$ cat src/logic/timer_cfg.svh
// register indices, field positions and fixed values of the timer block
// assumes byte address = 4 * index on a 32-bit register bus
`ifndef TIMER_CFG_SVH
`define TIMER_CFG_SVH
`define MAX_CH 6
`define IDX_LSB 2
`define IDX_MSB 7
`define IDX_DIR 6'h00
`define IDX_FORCE 6'h01
`define IDX_CNT_HI 6'h04
`define IDX_CNT_LO 6'h05
`define IDX_SYSCTL 6'h06
`define IDX_TOGGLE 6'h07
`define IDX_ACT_HI 6'h08
`define IDX_ACT_LO 6'h09
`define IDX_PRESC 6'h0D
`define IDX_FLAG_CH 6'h0E
`define IDX_FLAG_OVF 6'h0F
`define IDX_CMP_BASE 6'h10
`define IDX_FINE_DIV 6'h2E
`define BIT_RUN 7
`define BIT_WAIT 6
`define BIT_FRZ 5
`define BIT_AUTOCLR 4
`define BIT_FINE 3
`define BIT_OVF_FLAG 7
`define ACT_HI_FIRST 4
`define CNT_MAX 16'hFFFF
`define CNT_ONE 16'h0001
`define TAP64_MASK 8'h3F
`define RESP_OKAY 2'h0
`define RESP_SLVERR 2'h2
`endif

$ cat src/logic/timer_pkg.sv
// types shared by the timer control block and its prescaler
// assumes timer_cfg.svh for the numeric constants
package timer_pkg;
   // compare pin action codes
   typedef enum logic [1:0] {
      ACT_NONE = 2'h0,
      ACT_TOGGLE = 2'h1,
      ACT_LOW = 2'h2,
      ACT_HIGH = 2'h3
   } compare_action_type;

   typedef struct packed {
      logic [7:0] stage;
      logic [7:0] fine;
   } presc_state_type;

   typedef struct packed {
      logic awRdy;
      logic wRdy;
      logic awHave;
      logic wHave;
      logic [5:0] awIdx;
      logic awOk;
      logic [31:0] wData;
      logic [3:0] wStrb;
      logic bValid;
      logic [1:0] bResp;
      logic arRdy;
      logic rValid;
      logic [31:0] rData;
      logic [1:0] rResp;
      logic [5:0] dir;
      logic [5:0] wrapTog;
      compare_action_type [5:0] act;
      logic [15:0] cnt;
      logic runEn;
      logic waitHalt;
      logic freezeHalt;
      logic autoClr;
      logic fineMode;
      logic fineLocked;
      logic [2:0] legSel;
      logic [7:0] fineVal;
      logic [5:0] chFlag;
      logic ovfFlag;
      logic [5:0][15:0] cmp;
      logic [5:0] pinOut;
      logic [5:0] pinDrive;
      logic paTick;
   } ctl_state_type;
endpackage : timer_pkg

$ cat src/logic/timer_prescaler.sv
// timer clock prescaler: legacy power-of-two divider or fine divider
// assumes run is already gated by timer enable and wait halting
`timescale 1ns/1ps
`include "timer_cfg.svh"
module timer_prescaler (
   input wire logic clk, // bus clock
   input wire logic reset_n, // synchronous reset, active low
   input wire logic run, // prescaler may advance
   input wire logic fineMode, // 1: fine divider value sets the rate
   input wire logic [2:0] legacySel, // legacy divide by 2**sel
   input wire logic [7:0] fineVal, // fine divide by value + 1
   output logic tick, // one-cycle timer clock tick
   output logic tap64 // one-cycle divide-by-64 tap
);
   import timer_pkg::*;

   timer_pkg::presc_state_type s;
   timer_pkg::presc_state_type n;
   logic [7:0] legMask;
   logic fineHit;

   // tick decode; a stopped prescaler gives no tick and no tap
   always_comb begin
      legMask = (8'h01 << legacySel) - 8'h01;
      fineHit = (s.fine == fineVal);
      tick = run && (fineMode ? fineHit :
                     ((s.stage & legMask) == legMask));
      tap64 = run && ((s.stage & `TAP64_MASK) == `TAP64_MASK);
      n = s;
      if (run) begin
         n.stage = s.stage + 8'h01;
         n.fine = fineHit ? 8'h00 : s.fine + 8'h01;
      end
   end

   // stages are never realigned by a counter write
   always_ff @(posedge clk) begin
      if (!reset_n) begin
         s <= '0;
      end else begin
         s <= n;
      end
   end
endmodule : timer_prescaler

$ cat src/logic/timer_force_count_control.sv
// timer control: counter, force strobe, system control, wrap toggle
// assumes an AXI4-Lite master and mode levels synchronous to clk
`timescale 1ns/1ps
`include "timer_cfg.svh"
// Function
// - force register always reads zero
// - force bit performs channel compare action
// - forced action acts like match, no flag
// - force and match together: force wins
// - unimplemented channel bits ignore writes, read zero
// - sixteen-bit counter counts up per tick
// - counter writable only in special mode
// - first period after write may differ
// - enable bit clear stops whole timer
// - divide-by-64 tap stops when inactive
// - halt-in-wait stops timer during wait
// - halt-in-wait also stops divide-by-64 tap
// - freeze halt stops counter, not tap
// - auto clear on capture read, compare write
// - auto clear: counter access clears overflow
// - scheme bit picks legacy or fine divider
// - scheme bit takes first write only
// - overflow toggles compare pin when enabled
// - overflow toggle beats forced compare action
// - direction bit: 0 capture, 1 compare
// - action codes none, toggle, low, high
module timer_force_count_control #(
   parameter int unsigned NCH = 6 // implemented channels
) (
   input wire logic clk, // bus clock, 40 MHz
   input wire logic reset_n, // synchronous reset, active low
   input wire logic awvalid, // write address valid
   output logic awready, // write address ready
   input wire logic [31:0] awaddr, // write byte address
   input wire logic wvalid, // write data valid
   output logic wready, // write data ready
   input wire logic [31:0] wdata, // write data
   input wire logic [3:0] wstrb, // write byte strobes
   output logic bvalid, // write response valid
   input wire logic bready, // write response ready
   output logic [1:0] bresp, // write response code
   input wire logic arvalid, // read address valid
   output logic arready, // read address ready
   input wire logic [31:0] araddr, // read byte address
   output logic rvalid, // read data valid
   input wire logic rready, // read data ready
   output logic [31:0] rdata, // read data
   output logic [1:0] rresp, // read response code
   input wire logic specialMode, // counter writes allowed
   input wire logic waitMode, // processor in wait mode
   input wire logic freezeMode, // processor in debug freeze
   input wire logic [5:0] captureHit, // edge seen per channel
   output logic [5:0] chanOut, // compare pin level
   output logic [5:0] chanDrive, // pin driven by compare logic
   output logic [5:0] chanFlag, // channel event flags
   output logic overflowFlag, // timer overflow flag
   output logic paTick // divide-by-64 tap for pulse accumulator
);
   import timer_pkg::*;

   localparam logic [5:0] IMPL = 6'((1 << NCH) - 1);

   timer_pkg::ctl_state_type s;
   timer_pkg::ctl_state_type n;
   logic presRun;
   logic presTick;
   logic tap64;
   logic cntStep;
   logic wrapEvt;
   logic doWrite;
   logic doRead;
   logic forceReq;
   logic [5:0] matchHit;
   logic [5:0] togHit;
   logic [5:0] forceHit;
   logic [5:0] capHit;
   logic [5:0] flagSet;
   logic [5:0] pinNxt;
   logic [5:0] driveNxt;

   if (NCH < 1 || NCH > `MAX_CH) begin : g_bad_nch
      $error("timer: channel count out of range");
   end

   // one-hot select of the compare word register at index idx
   function automatic logic [5:0] chanSel(input logic [5:0] idx);
      logic [5:0] sel;
      sel = 6'h00;
      for (int i = 0; i < `MAX_CH; i++) begin
         sel[i] = IMPL[i] && (idx == `IDX_CMP_BASE + 6'(2 * i));
      end
      return sel;
   endfunction : chanSel

   // address decode shared by read and write paths
   function automatic logic regMapped(input logic [31:0] a);
      logic [5:0] idx;
      logic hit;
      idx = a[`IDX_MSB:`IDX_LSB];
      case (idx)
         `IDX_DIR, `IDX_FORCE, `IDX_CNT_HI, `IDX_CNT_LO, `IDX_SYSCTL,
         `IDX_TOGGLE, `IDX_ACT_HI, `IDX_ACT_LO, `IDX_PRESC,
         `IDX_FLAG_CH, `IDX_FLAG_OVF, `IDX_FINE_DIV: hit = 1'b1;
         default: hit = (chanSel(idx) != 6'h00);
      endcase
      return hit && (a[31:`IDX_MSB + 1] == '0) && (a[1:0] == 2'h0);
   endfunction : regMapped

   // byte-lane merge for the sixteen-bit registers
   function automatic logic [15:0] merge16(input logic [15:0] old,
         input logic [31:0] d, input logic [3:0] st);
      logic [15:0] r;
      r = old;
      if (st[0]) r[7:0] = d[7:0];
      if (st[1]) r[15:8] = d[15:8];
      return r;
   endfunction : merge16

   // pin level after a compare action
   function automatic logic applyAct(input compare_action_type a,
         input logic cur);
      logic r;
      case (a)
         ACT_TOGGLE: r = !cur;
         ACT_LOW: r = 1'b0;
         ACT_HIGH: r = 1'b1;
         default: r = cur;
      endcase
      return r;
   endfunction : applyAct

   // register read value; stored unimplemented bits never get set
   function automatic logic [31:0] readWord(input logic [5:0] idx);
      logic [31:0] r;
      logic [5:0] sel;
      r = 32'h0000_0000;
      sel = chanSel(idx);
      case (idx)
         `IDX_DIR: r[5:0] = s.dir;
         `IDX_FORCE: r = 32'h0000_0000;
         `IDX_CNT_HI: r[15:0] = s.cnt;
         `IDX_CNT_LO: r[7:0] = s.cnt[7:0];
         `IDX_SYSCTL: begin
            r[`BIT_RUN] = s.runEn;
            r[`BIT_WAIT] = s.waitHalt;
            r[`BIT_FRZ] = s.freezeHalt;
            r[`BIT_AUTOCLR] = s.autoClr;
            r[`BIT_FINE] = s.fineMode;
         end
         `IDX_TOGGLE: r[5:0] = s.wrapTog;
         `IDX_ACT_HI: r[3:0] = {s.act[5], s.act[4]};
         `IDX_ACT_LO: r[7:0] = {s.act[3], s.act[2], s.act[1], s.act[0]};
         `IDX_PRESC: r[2:0] = s.legSel;
         `IDX_FLAG_CH: r[5:0] = s.chFlag;
         `IDX_FLAG_OVF: r[`BIT_OVF_FLAG] = s.ovfFlag;
         `IDX_FINE_DIV: r[7:0] = s.fineVal;
         default: begin
            for (int i = 0; i < `MAX_CH; i++) begin
               if (sel[i]) r[15:0] = s.cmp[i];
            end
         end
      endcase
      return r;
   endfunction : readWord

   // run gating: freeze halts only the counter, so the tap keeps going
   assign presRun = s.runEn && !(waitMode && s.waitHalt);
   assign cntStep = presTick && !(freezeMode && s.freezeHalt);
   assign wrapEvt = cntStep && (s.cnt == `CNT_MAX);
   assign doWrite = s.awHave && s.wHave && !s.bValid;
   assign doRead = arvalid && s.arRdy;
   assign forceReq = doWrite && s.awOk && (s.awIdx == `IDX_FORCE)
      && s.wStrb[0];

   timer_prescaler u_presc (
      .clk(clk),
      .reset_n(reset_n),
      .run(presRun),
      .fineMode(s.fineMode),
      .legacySel(s.legSel),
      .fineVal(s.fineVal),
      .tick(presTick),
      .tap64(tap64)
   );

   // per-channel pin and flag decisions
   for (genvar i = 0; i < `MAX_CH; i++) begin : g_ch
      assign matchHit[i] = IMPL[i] && s.dir[i] && cntStep
         && (s.cnt + `CNT_ONE == s.cmp[i]);
      assign togHit[i] = IMPL[i] && s.dir[i] && s.wrapTog[i]
         && wrapEvt;
      assign forceHit[i] = IMPL[i] && s.dir[i] && forceReq
         && s.wData[i];
      assign capHit[i] = IMPL[i] && !s.dir[i] && captureHit[i];
      // a same-cycle force suppresses the flag of a real match
      assign flagSet[i] = (matchHit[i] && !forceHit[i])
         || capHit[i];
      // overflow toggle first, then force or match
      assign pinNxt[i] = togHit[i] ? !s.pinOut[i] :
         (forceHit[i] || matchHit[i]) ?
         applyAct(s.act[i], s.pinOut[i]) : s.pinOut[i];
      assign driveNxt[i] = IMPL[i] && s.dir[i] && (s.act[i] != ACT_NONE);
   end

   // next state: timer, bus slave, register side effects
   always_comb begin
      logic [5:0] chClr;
      logic ovfClr;
      logic [5:0] rIdx;
      logic [5:0] wSel;
      logic [5:0] rSel;
      logic [31:0] wd;
      chClr = 6'h00;
      ovfClr = 1'b0;
      rIdx = araddr[`IDX_MSB:`IDX_LSB];
      wSel = chanSel(s.awIdx);
      rSel = chanSel(rIdx);
      wd = s.wData;
      n = s;
      // counter advance; a bus write in the same cycle overrides it, a low-byte write only bits 7:0
      if (cntStep) n.cnt = s.cnt + `CNT_ONE;
      // address and data are taken independently
      if (awvalid && s.awRdy) begin
         n.awHave = 1'b1;
         n.awIdx = awaddr[`IDX_MSB:`IDX_LSB];
         n.awOk = regMapped(awaddr);
      end
      if (wvalid && s.wRdy) begin
         n.wHave = 1'b1;
         n.wData = wdata;
         n.wStrb = wstrb;
      end
      if (s.bValid && bready) n.bValid = 1'b0;
      if (doWrite) begin
         n.awHave = 1'b0;
         n.wHave = 1'b0;
         n.bValid = 1'b1;
         n.bResp = s.awOk ? `RESP_OKAY : `RESP_SLVERR;
      end
      if (doWrite && s.awOk) begin
         case (s.awIdx)
            `IDX_DIR: if (s.wStrb[0]) n.dir = wd[5:0] & IMPL;
            `IDX_SYSCTL: if (s.wStrb[0]) begin
               n.runEn = wd[`BIT_RUN];
               n.waitHalt = wd[`BIT_WAIT];
               n.freezeHalt = wd[`BIT_FRZ];
               n.autoClr = wd[`BIT_AUTOCLR];
               if (!s.fineLocked) begin
                  n.fineMode = wd[`BIT_FINE];
                  n.fineLocked = 1'b1;
               end
            end
            `IDX_TOGGLE: if (s.wStrb[0]) n.wrapTog = wd[5:0] & IMPL;
            `IDX_ACT_HI: if (s.wStrb[0]) begin
               for (int i = `ACT_HI_FIRST; i < `MAX_CH; i++) begin
                  if (IMPL[i]) n.act[i] = compare_action_type'(
                     wd[2 * (i - `ACT_HI_FIRST) +: 2]);
               end
            end
            `IDX_ACT_LO: if (s.wStrb[0]) begin
               for (int i = 0; i < `ACT_HI_FIRST; i++) begin
                  if (IMPL[i]) n.act[i] = compare_action_type'(
                     wd[2 * i +: 2]);
               end
            end
            `IDX_PRESC: if (s.wStrb[0]) n.legSel = wd[2:0];
            `IDX_FINE_DIV: if (s.wStrb[0]) n.fineVal = wd[7:0];
            // write-one-to-clear is the normal flag clearing path
            `IDX_FLAG_CH: if (s.wStrb[0]) chClr = wd[5:0] & IMPL;
            `IDX_FLAG_OVF: if (s.wStrb[0]) ovfClr = wd[`BIT_OVF_FLAG];
            `IDX_CNT_HI: begin
               if (specialMode) n.cnt = merge16(s.cnt, wd, s.wStrb);
               if (s.autoClr) ovfClr = 1'b1;
            end
            `IDX_CNT_LO: begin
               // prescaler keeps its phase, so the next period is uneven
               if (specialMode && s.wStrb[0]) n.cnt[7:0] = wd[7:0];
               if (s.autoClr) ovfClr = 1'b1;
            end
            default: begin
               for (int i = 0; i < `MAX_CH; i++) begin
                  if (wSel[i]) begin
                     n.cmp[i] = merge16(s.cmp[i], wd, s.wStrb);
                     if (s.autoClr && s.dir[i]) chClr[i] = 1'b1;
                  end
               end
            end
         endcase
      end
      n.awRdy = !n.awHave && !n.bValid;
      n.wRdy = !n.wHave && !n.bValid;
      // read path: one read in flight, answer one cycle after acceptance
      if (s.rValid && rready) n.rValid = 1'b0;
      if (doRead) begin
         n.rValid = 1'b1;
         if (regMapped(araddr)) begin
            n.rData = readWord(rIdx);
            n.rResp = `RESP_OKAY;
            if (s.autoClr && (rIdx == `IDX_CNT_HI
                  || rIdx == `IDX_CNT_LO)) ovfClr = 1'b1;
            if (s.autoClr) chClr = chClr | (rSel & ~s.dir);
         end else begin
            n.rData = 32'h0000_0000;
            n.rResp = `RESP_SLVERR;
         end
      end
      n.arRdy = !n.rValid;
      // capture latches the count; it beats a same-cycle bus write
      for (int i = 0; i < `MAX_CH; i++) begin
         if (capHit[i]) n.cmp[i] = s.cnt;
      end
      // flags: a set in the clearing cycle wins
      n.chFlag = (s.chFlag & ~chClr) | flagSet;
      n.ovfFlag = (s.ovfFlag && !ovfClr) || wrapEvt;
      n.pinOut = pinNxt & IMPL;
      n.pinDrive = driveNxt;
      n.paTick = tap64;
   end

   // all state in one register; reset clears everything
   always_ff @(posedge clk) begin
      if (!reset_n) begin
         s <= '0;
      end else begin
         s <= n;
      end
   end

   assign awready = s.awRdy;
   assign wready = s.wRdy;
   assign bvalid = s.bValid;
   assign bresp = s.bResp;
   assign arready = s.arRdy;
   assign rvalid = s.rValid;
   assign rdata = s.rData;
   assign rresp = s.rResp;
   assign chanOut = s.pinOut;
   assign chanDrive = s.pinDrive;
   assign chanFlag = s.chFlag;
   assign overflowFlag = s.ovfFlag;
   assign paTick = s.paTick;
endmodule : timer_force_count_control

$ cat config.mk
export PLATFORM = sky130hd
export DESIGN_NAME = timer_force_count_control
export DESIGN_NICKNAME = d
export VERILOG_FILES = /design/src/logic/timer_pkg.sv /design/src/logic/timer_prescaler.sv /design/src/logic/timer_force_count_control.sv
export VERILOG_INCLUDE_DIRS = /design/src /design/src/logic
export SDC_FILE = /design/constraint.sdc
export NUM_CORES = 1
export LEC_CHECK = 0
export CAP_MARGIN = 20
export CORE_ASPECT_RATIO = 0.9
export CORE_MARGIN = 1.5
export CORE_UTILIZATION = 44
export DETAILED_ROUTE_END_ITERATION = 8
export DONT_BUFFER_PORTS = 1
export PLACE_DENSITY = 0.68
export REMOVE_ABC_BUFFERS = 1
export SYNTH_ARGS = -nofsm -noshare
export SYNTH_HDL_FRONTEND = slang
export SYNTH_SLANG_ARGS = --single-unit
$ cat constraint.sdc
create_clock -name clk -period 5.3 [get_ports clk]
set_clock_uncertainty 0.1 [all_clocks]
set_input_delay 0.53 -clock clk [delete_from_list [all_inputs] [get_ports clk]]
set_output_delay 0.53 -clock clk [all_outputs]
set_load 0.02 [all_outputs]
# --- Yosys cells after proc, flatten, opt, wreduce, memory -nomap -nowiden ---
# Cells that the tools add are included.
totals:
  word_cells: 470
  ff_bits: 257
  input_bits: 116
op_classes:
  n_addsub: 4
  shifts: 1
  n_reduce_logical: 215
  bitwise_logic: 8
  n_eq_ne: 87
  muxes: 99
op_table:
  columns: ["op", "n"]
  rows:
  - ["$mux W16", 20]
  - ["$mux W96", 2]
  - ["$eq A6 B5 Y1 const B", 18]
  - ["$eq A16 B16 Y1", 6]
  - ["$eq A6 B4 Y1 const B", 15]
  - ["$logic_and A1 B1 Y1", 86]
  - ["$eq A6 B3 Y1 const B", 12]
  - ["$reduce_bool A2 Y1", 36]
  - ["$mux W8", 7]
  - ["$reduce_and A4 Y1", 13]
  - ["$logic_not A24 Y1", 2]
  - ["$mux W6", 7]
  - ["$mux W1", 39]
  - ["$mux W35", 1]
  - ["$mux W33", 1]
  - ["$pmux W8 S2", 2]
  - ["$pmux W3 S9", 1]
  - ["$logic_not A1 Y1", 26]
  - ["$eq A2 B2 Y1 const B", 12]
  - ["$eq A6 B6 Y1 const B", 4]
  - ["$reduce_bool A4 Y1", 6]
  - ["$reduce_or A12 Y1", 2]
  - ["$reduce_or A11 Y1", 2]
  - ["$reduce_and A3 Y1", 7]
  - ["other kinds (36)", 87]

# --- Logic depth before layout (Yosys ltp) ---
# Gate-level depths: netlist of the first run.
logic_depth:
  word_depth: 12
  mapped_depth: 11
  mapped_depth_nobuf: 9

# --- Hierarchy ---
# Synthesis of the first run repeated with hierarchy kept, for this count alone.
unflattened:
  hier_cells: 1954
  area_unflattened_um2: 15332.2
modules_own_cells:
  columns: ["module", "cells_each", "n_inst", "area_per_inst_um2"]
  rows:
  - ["timer_force_count_control", 1847, 1, 14386.3]
  - ["timer_prescaler", 107, 1, 945.9]

# --- Least setup slack after synthesis of the first run ---
# Ideal clock, no wire load.
synth_timing:
  path_type: "register to register"
  start: "register s[133] (netlist name)"
  end: "register s, in the netlist chanOut[5]"
  stages_incl_launch_ff: 11
  required_time_ns: 5.075
  path_buffers: 1
  slack_ns: 2.033
  arrival_ns: 3.042
  path_cell_list: "dfxtp_1 ha_1 buf_2 nand2_1 nor4_2 xnor2_1 xnor2_1 or4_1 nor4_2 mux2i_1 o41a_1"
synth_between:
  elab_chain_cells: 6
  word_cells_on_any_way: 11
synth_lines:
  columns: ["item", "line_no", "text"]
  rows:
  - ["from (decl)", "timer_force_count_control.sv:63", "timer_pkg::ctl_state_type s;"]
  - ["from (signal assigned)", "timer_force_count_control.sv:325", "s <= n;"]
  - ["$add A16 B1 Y16 (no line)", null, null]
  - ["$eq A16 B16 Y1", "timer_force_count_control.sv:189", "&& (s.cnt + `CNT_ONE == s.cmp[i]);"]
  - ["$logic_and A1 B1 Y1", "timer_force_count_control.sv:188", "assign matchHit[i] = IMPL[i] && s.dir[i] && cntStep"]
  - ["$logic_or A1 B1 Y1", "timer_force_count_control.sv:200", "(forceHit[i] || matchHit[i]) ?"]
  - ["$reduce_bool A2 Y1 (no line)", null, null]
  - ["$reduce_and A2 Y1 (no line)", null, null]
# Several ways; a longest one is shown, not always the timed one.
# A chain may end at the register's enable or synchronous reset.

# --- Worst setup path after layout of the first run ---
layout_timing:
  start: "register s[134] (netlist name)"
  end: "register s, in the netlist chanOut[5]"
# Same word-level chain as after synthesis.

==> flow_summary.json, run 1 <==
{
  "status": "complete, no violations",
  "slowest_delay_ps": 830,
  "hold_class": "primary input to flop",
  "total_power_w": 0.00428,
  "core.rowCount": 62,
  "setup_viol": 0,
  "port_buffers": 0,
  "wl_per_cell_microns": 24.1,
  "ys_types": 80,
  "path_class": "flop to flop",
  "dpl.hpwl_microns": 37400,
  "hold_path_depth": 2,
  "grt_pass1_vias": 12879,
  "clockBufferDepth": 3,
  "cpMaxStageDelayCell": "dfxtp_1",
  "synthMuxAreaShare_pct": 2.91,
  "cts_tree": "built",
  "r2r_start": "s[134]",
  "synth_most_common_cell": "nand2_1",
  "synthArstFlopShare_pct": 0,
  "ys.flop_type": "dfxtp_1",
  "cp.arrival_ps": 4670,
  "core_area_sq_um": 31800,
  "synthAdderAreaFrac_pct": 0.265,
  "gp_congestion": 1.00,
  "grt_pass1_wl_microns": 78600,
  "syn_area_sq_um": 14200,
  "drc_errors": 0,
  "hold_end": "s[230]",
  "syn_to_final_growth_pct": 6.92,
  "rsz0062_at_grt": "false",
  "cp_cell_sequence": "ha_1 > nand2_1 > nor4_4 > xnor2_1 > a21oi_1 > or4_1 > nor4_2 > mux2i_1 > o41a_1",
  "synth_top_area_share_pct": 33.6,
  "hold_viol": 0,
  "post-route-util_pct": 47.6,
  "clk_latency_ps": 560,
  "slew_headroom_pct": 18.7,
  "nNetsFinal": 1869,
  "postSynthCellCount": 1855,
  "reg2reg_slack_ps": 970,
  "tightest_slew_ps": 1210,
  "globalRouteOverflowTotal": 0,
  "postRouteAntennaNets": 0,
  "cp-start-kind": "flop",
  "ir_worst_vdd_mv": 0.236,
  "synthTopCellsByArea": "dfxtp_1, nand2_1, a311oi_1, nor2_1, xnor2_1",
  "seq_area_frac_synth_pct": 33.6,
  "min_from": "wdata[14]",
  "finalWorstPathRequiredPeriod_ps": 4330,
  "synth_simple_gate_area_share_pct": 26.2,
  "reg2reg_to": "chanOut[5]",
  "drt_iter0_drc": 2066,
  "io_pins": 177,
  "die_area_sq_um": 33300,
  "avgViaCountPerCell": 6.48,
  "avgSynthCellArea_sq_um": 7.64,
  "finalCritPeriodShare_pct": 81.7,
  "die_y_microns": 173,
  "critPathTopFamily": "simple AND/OR/NAND/NOR gates",
  "required_ps": 5650,
  "drt-total-wl_microns": 52800,
  "path_max_fanout": 15,
  "drive_above_1_share_pct": 6.89,
  "grt_max_degree": 115,
  "htreeDepth": 1,
  "cts_sinks": 238,
  "die_width_microns": 192,
  "crit_buf_inv": 0,
  "report.final.slew_viol_count": 0,
  "antenna_found_initial": 0,
  "cts_buffers": 27,
  "cellLeakagePower_nw": 5.18,
  "clk_pin_slew_ps": 70,
  "post_cts_buffers": 0,
  "yosys.area_share.xor_xnor_pct": 8.63,
  "yosys_warnings": 0,
  "synth_common_cells": "nand2_1, dfxtp_1, nor2_1, clkbuf_1, a311oi_1",
  "drtPass1Iterations": 7,
  "holdWs_ps": 14.6,
  "power_density_nw_per_um2": 282,
  "critical_path_depth": 9,
  "fmax_mhz": 231,
  "synth.ff_latch_count": 238,
  "vias": 14168,
  "synth_edf_count": 0,
  "cts_root_buf": "clkbuf_16",
  "synth_top_family_by_area": "simple AND/OR/NAND/NOR gates",
  "grt_usage_pct": 30.9,
  "synth_top_area_cell": "dfxtp_1",
  "synth-compound-area-share_pct": 20.9,
  "initial_utilization_pct": 44.6,
  "reg2reg_depth": 9,
  "setup_tns_ps": 0,
  "maxCapViolations": 0,
  "end_kind": "flop"
}
## worst reg2reg max path, delay by kind of cell (launching register included)
family,cells,cell delay [ps]
flip-flops,1,830
AO/OA/AOI/OAI,2,410
AND/OR/NAND/NOR,4,2100
XOR/XNOR,1,190
adder cells (fa/ha/maj),1,420
multiplexers,1,170
## per-stage QoR
step	setup slack (ps)	area, sq um	std cells
after global placement	1180	14100	2121
after floorplan	1520	13300	1670
after CTS	1070	15100	2179
after global routing	903	15100	2186
final	972	15200	2188
after detailed placement	1100	14100	2122
## cell families after synthesis
group / Yosys count
AND/OR/NAND/NOR: 815
AO/OA/AOI/OAI: 410
flip-flops: 238
buffers and inverters: 223
XOR/XNOR: 124
multiplexers: 41
adder cells (fa/ha/maj): 3
other: 1
## routing by layer
layer  vias to the layer above  GRT usage, %  wire [microns]
li1                       6396             -               -
met1                      6680          42.6           21500
met2                       958          44.3           21800
met3                       134          9.62            7180
met4                         0          12.5            2310
met5                         -             0               0
## power breakdown
part | leakage, nW | switching (W) | internal (W)
combinational | 2.78 | 0.000207 | 0.000115
clock | 0.459 | 0.000813 | 0.00118
sequential | 1.94 | 0.000112 | 0.00185
## area by class of cell
cell class,count,area (sq um)
Inverter,21,83.8
Clock inverter,11,144
Antenna cell,2,5.00
Tap cell,416,520
Multi-Input combinational cell,1411,8440
Clock buffer,38,787
Sequential cell,238,4760
Timing Repair Buffer,51,407
Fill cell,3139,16700
## state kept, by name, indices dropped and copies added, names as in the netlist, 6 cells and up
register	count
chanFlag	6
rdata	16
chanDrive	6
s	180
chanOut	6
u_presc.s	15
## worst max-delay path by stage
| stage | from | slack, ps | end |
|---|---|---|---|
| floorplan | s[133] | 1520 | chanOut[5] |
| global placement | s[134] | 1180 | chanOut[5] |
| detailed placement | s[134] | 1100 | chanOut[5] |
| CTS | s[134] | 1070 | chanOut[5] |
| global route | s[134] | 900 | chanOut[4] |
| finish | s[134] | 970 | chanOut[5] |
## placed cells by master, fill, tap and decap left out, drive strengths merged, types with 24 or more instances in the layout
cell    count
nand2     342
dfxtp     238
nor2      217
a311oi    101
a21oi      88
nand3      71
xnor2      70
o21ai      66
xor2       47
buf        41
mux2i      39
clkbuf     39
nor4       38
a22oi      35
nand4      31
nor3       28
nand2b     24
## repair_timing
item,4_1_cts,5_1_grt
gates resized for setup,0,0
endpoints found under the hold margin,11,1
hold buffers,8,1
Note: power is estimated with default switching activity, not from simulation.
==> run 2, diff against run 1 <==
clock period = 4.1 ns   (was 5.3 ns; I/O delays follow)
==> run 2 against run 1 <==
Compared with the run above:
- routed wire length is 4.6% higher
- fmax is 22% higher
- final area is 4.3% higher
- combinational power is 41% higher
- final cell count is 3.1% higher
- via count is 2.5% higher
- critical path depth is 1 lower
- clock power is 40% higher
- sequential share of layout area is 1.3 points lower
- critical path type unchanged
- highest routed layer unchanged
==> flow_summary.json, run 2 (synthesized netlist as in run 1, its figures left out) <==
{
  "status": "complete, no violations",
  "reg2reg_to": "chanOut[1]",
  "slowest_delay_ps": 730,
  "finalCritPeriodShare_pct": 86.8,
  "wl_per_cell_microns": 24.5,
  "vias": 14528,
  "final_common_cell": "nand2_1",
  "core_area_sq_um": 31800,
  "grt_usage_pct": 32.3,
  "cts_buffers": 28,
  "slew_headroom_pct": 24.6,
  "reg2reg_depth": 8,
  "hold_class": "primary input to flop",
  "cpMaxStageDelayCell": "dfxtp_1",
  "place_inst": 2165,
  "cp-start-kind": "flop",
  "io_pins": 177,
  "mostFrequentLayoutCells": "nand2_1, dfxtp_1, nor2_1",
  "clk_pin_slew_ps": 70,
  "cts_tree": "built",
  "regMostFlops": "s",
  "rsz0062_at_grt": "false",
  "initial_utilization_pct": 44.6,
  "drc_errors": 0,
  "power_density_nw_per_um2": 366,
  "path_class": "flop to flop",
  "die_width_microns": 192,
  "largest_reg_flops": 180,
  "multi_input_area_sq_um": 8440,
  "tightest_slew_ps": 1130,
  "register_area_sq_um": 4760,
  "min_from": "awvalid",
  "clk_latency_ps": 560,
  "critical_path_depth": 8,
  "crit_top_cell": "xnor2_1",
  "finalNonFillerCells": 2255,
  "cp.arrival_ps": 3910,
  "setup_tns_ps": 0,
  "startpoint": "s[141]",
  "postRouteAntennaNets": 0,
  "grt_pass1_wl_microns": 81900,
  "report.final.slew_viol_count": 0,
  "ir_worst_vdd_mv": 0.316,
  "fillers": 3077,
  "core.rowCount": 62,
  "globalRouteOverflowTotal": 0,
  "cts_sinks": 238,
  "grt_pass1_vias": 13315,
  "cp-endpoint": "chanOut[1]",
  "hold_viol": 0,
  "cp_cell_sequence": "nand4_4 > nor4_1 > xnor2_1 > xnor2_1 > a2111oi_0 > nand4_1 > nor3b_1 > o31a_1",
  "avgViaCountPerCell": 6.44,
  "maxCapViolations": 0,
  "finalWorstPathRequiredPeriod_ps": 3560,
  "htreeDepth": 1,
  "drt_iter0_drc": 1887,
  "antenna_found_initial": 1,
  "nNetsFinal": 1937,
  "diodes": 0,
  "r2r_start": "s[141]",
  "port_buffers": 0,
  "syn_to_final_growth_pct": 11.6,
  "dpl.hpwl_microns": 40000,
  "required_ps": 4450,
  "drtPass1Iterations": 6,
  "setup_viol": 0,
  "die_y_microns": 173,
  "drt-total-wl_microns": 55200,
  "end_kind": "flop",
  "cellLeakagePower_nw": 5.54,
  "gp_congestion": 0.981,
  "fmax_mhz": 281,
  "reg2reg_slack_ps": 540,
  "drive_above_1_share_pct": 9.24,
  "die_area_sq_um": 33300,
  "crit_buf_inv": 0,
  "cts_root_buf": "clkbuf_16",
  "grt_max_degree": 113,
  "path_max_fanout": 13,
  "critPathTopFamily": "simple AND/OR/NAND/NOR gates",
  "clockBufferDepth": 3
}
==> run 2: changes by cell type in the layout (fill, tap and decap cells not counted), sizes merged <==
| cell | previous run | this run |
|---|---|---|
| clkbuf | 39 | 36 |
| clkinv | 5 | 7 |
| bufinv | 3 | 6 |
| dlygate4sd3 | 9 | 32 |
| buf | 41 | 85 |
| clkinvlp | 1 | 2 |
| inv | 23 | 22 |
| diode | 2 | 0 |
==> run 2: cell type report <==
type | count | share of cell area (%)
Multi-Input combinational cell | 1411 | 53.4
Clock inverter | 16 | 1.54
Timing Repair Buffer | 118 | 6.17
Sequential cell | 238 | 30.1
Clock buffer | 35 | 4.92
Inverter | 21 | 0.530
Tap cell | 416 | 3.29
==> run 2: worst min path at each step <==
stage                   end  cells past startpoint  slack (ps)
CTS                 awready                      2          20
detailed placement   s[127]                      2         350
global route        awready                      2          60
finish               s[256]                      2          40
global placement     s[127]                      2         330
floorplan            s[127]                      2         330
==> run 2: per-stage QoR <==
| step | cell area [sq um] | utilization, % | power (W) | setup WS, ps | hold WS (ps) |
|---|---|---|---|---|---|
| CTS | 15800 | 49.6 | 0.00578 | 647 | 18.9 |
| finish | 15800 | 49.7 | 0.00578 | 539 | 35.7 |
| global route | 15800 | 49.7 | 0.00592 | 289 | 55.2 |
| floorplan | 13300 | - | 0.00281 | 319 | 326 |
| detailed placement | 14400 | 45.3 | 0.00299 | 649 | 346 |
| global placement | 14400 | 45.2 | 0.00297 | 704 | 333 |
==> run 2: timing repair <==
action / 4_1_cts / 5_1_grt
gates resized for setup: 0 / 0
setup buffers: 0 / 0
endpoints found under the hold margin: 52 / 0
hold buffers: 33 / 0
==> run 2: metal layers <==
layer / vias to the layer above / track usage, % / routed length [microns]
met5: - / 0 / 0
met4: 0 / 13.3 / 2630
met3: 155 / 6.09 / 6650
li1: 6526 / - / -
met2: 968 / 47.5 / 23000
met1: 6879 / 46.2 / 22900
==> run 2: power by group <==
| group | leakage, nW | internal, W | switching (W) |
|---|---|---|---|
| combinational | 3.10 | 0.000170 | 0.000284 |
| sequential | 1.94 | 0.00239 | 0.000145 |
| clock | 0.500 | 0.00172 | 0.00107 |
==> run 2: worst register-to-register path, stage by stage (launching register included) <==
cell and delay [ps]:
dfxtp_1 730, nand4_4 300, nor4_1 550, xnor2_1 180
xnor2_1 160, a2111oi_0 540, nand4_1 410, nor3b_1 270
o31a_1 230
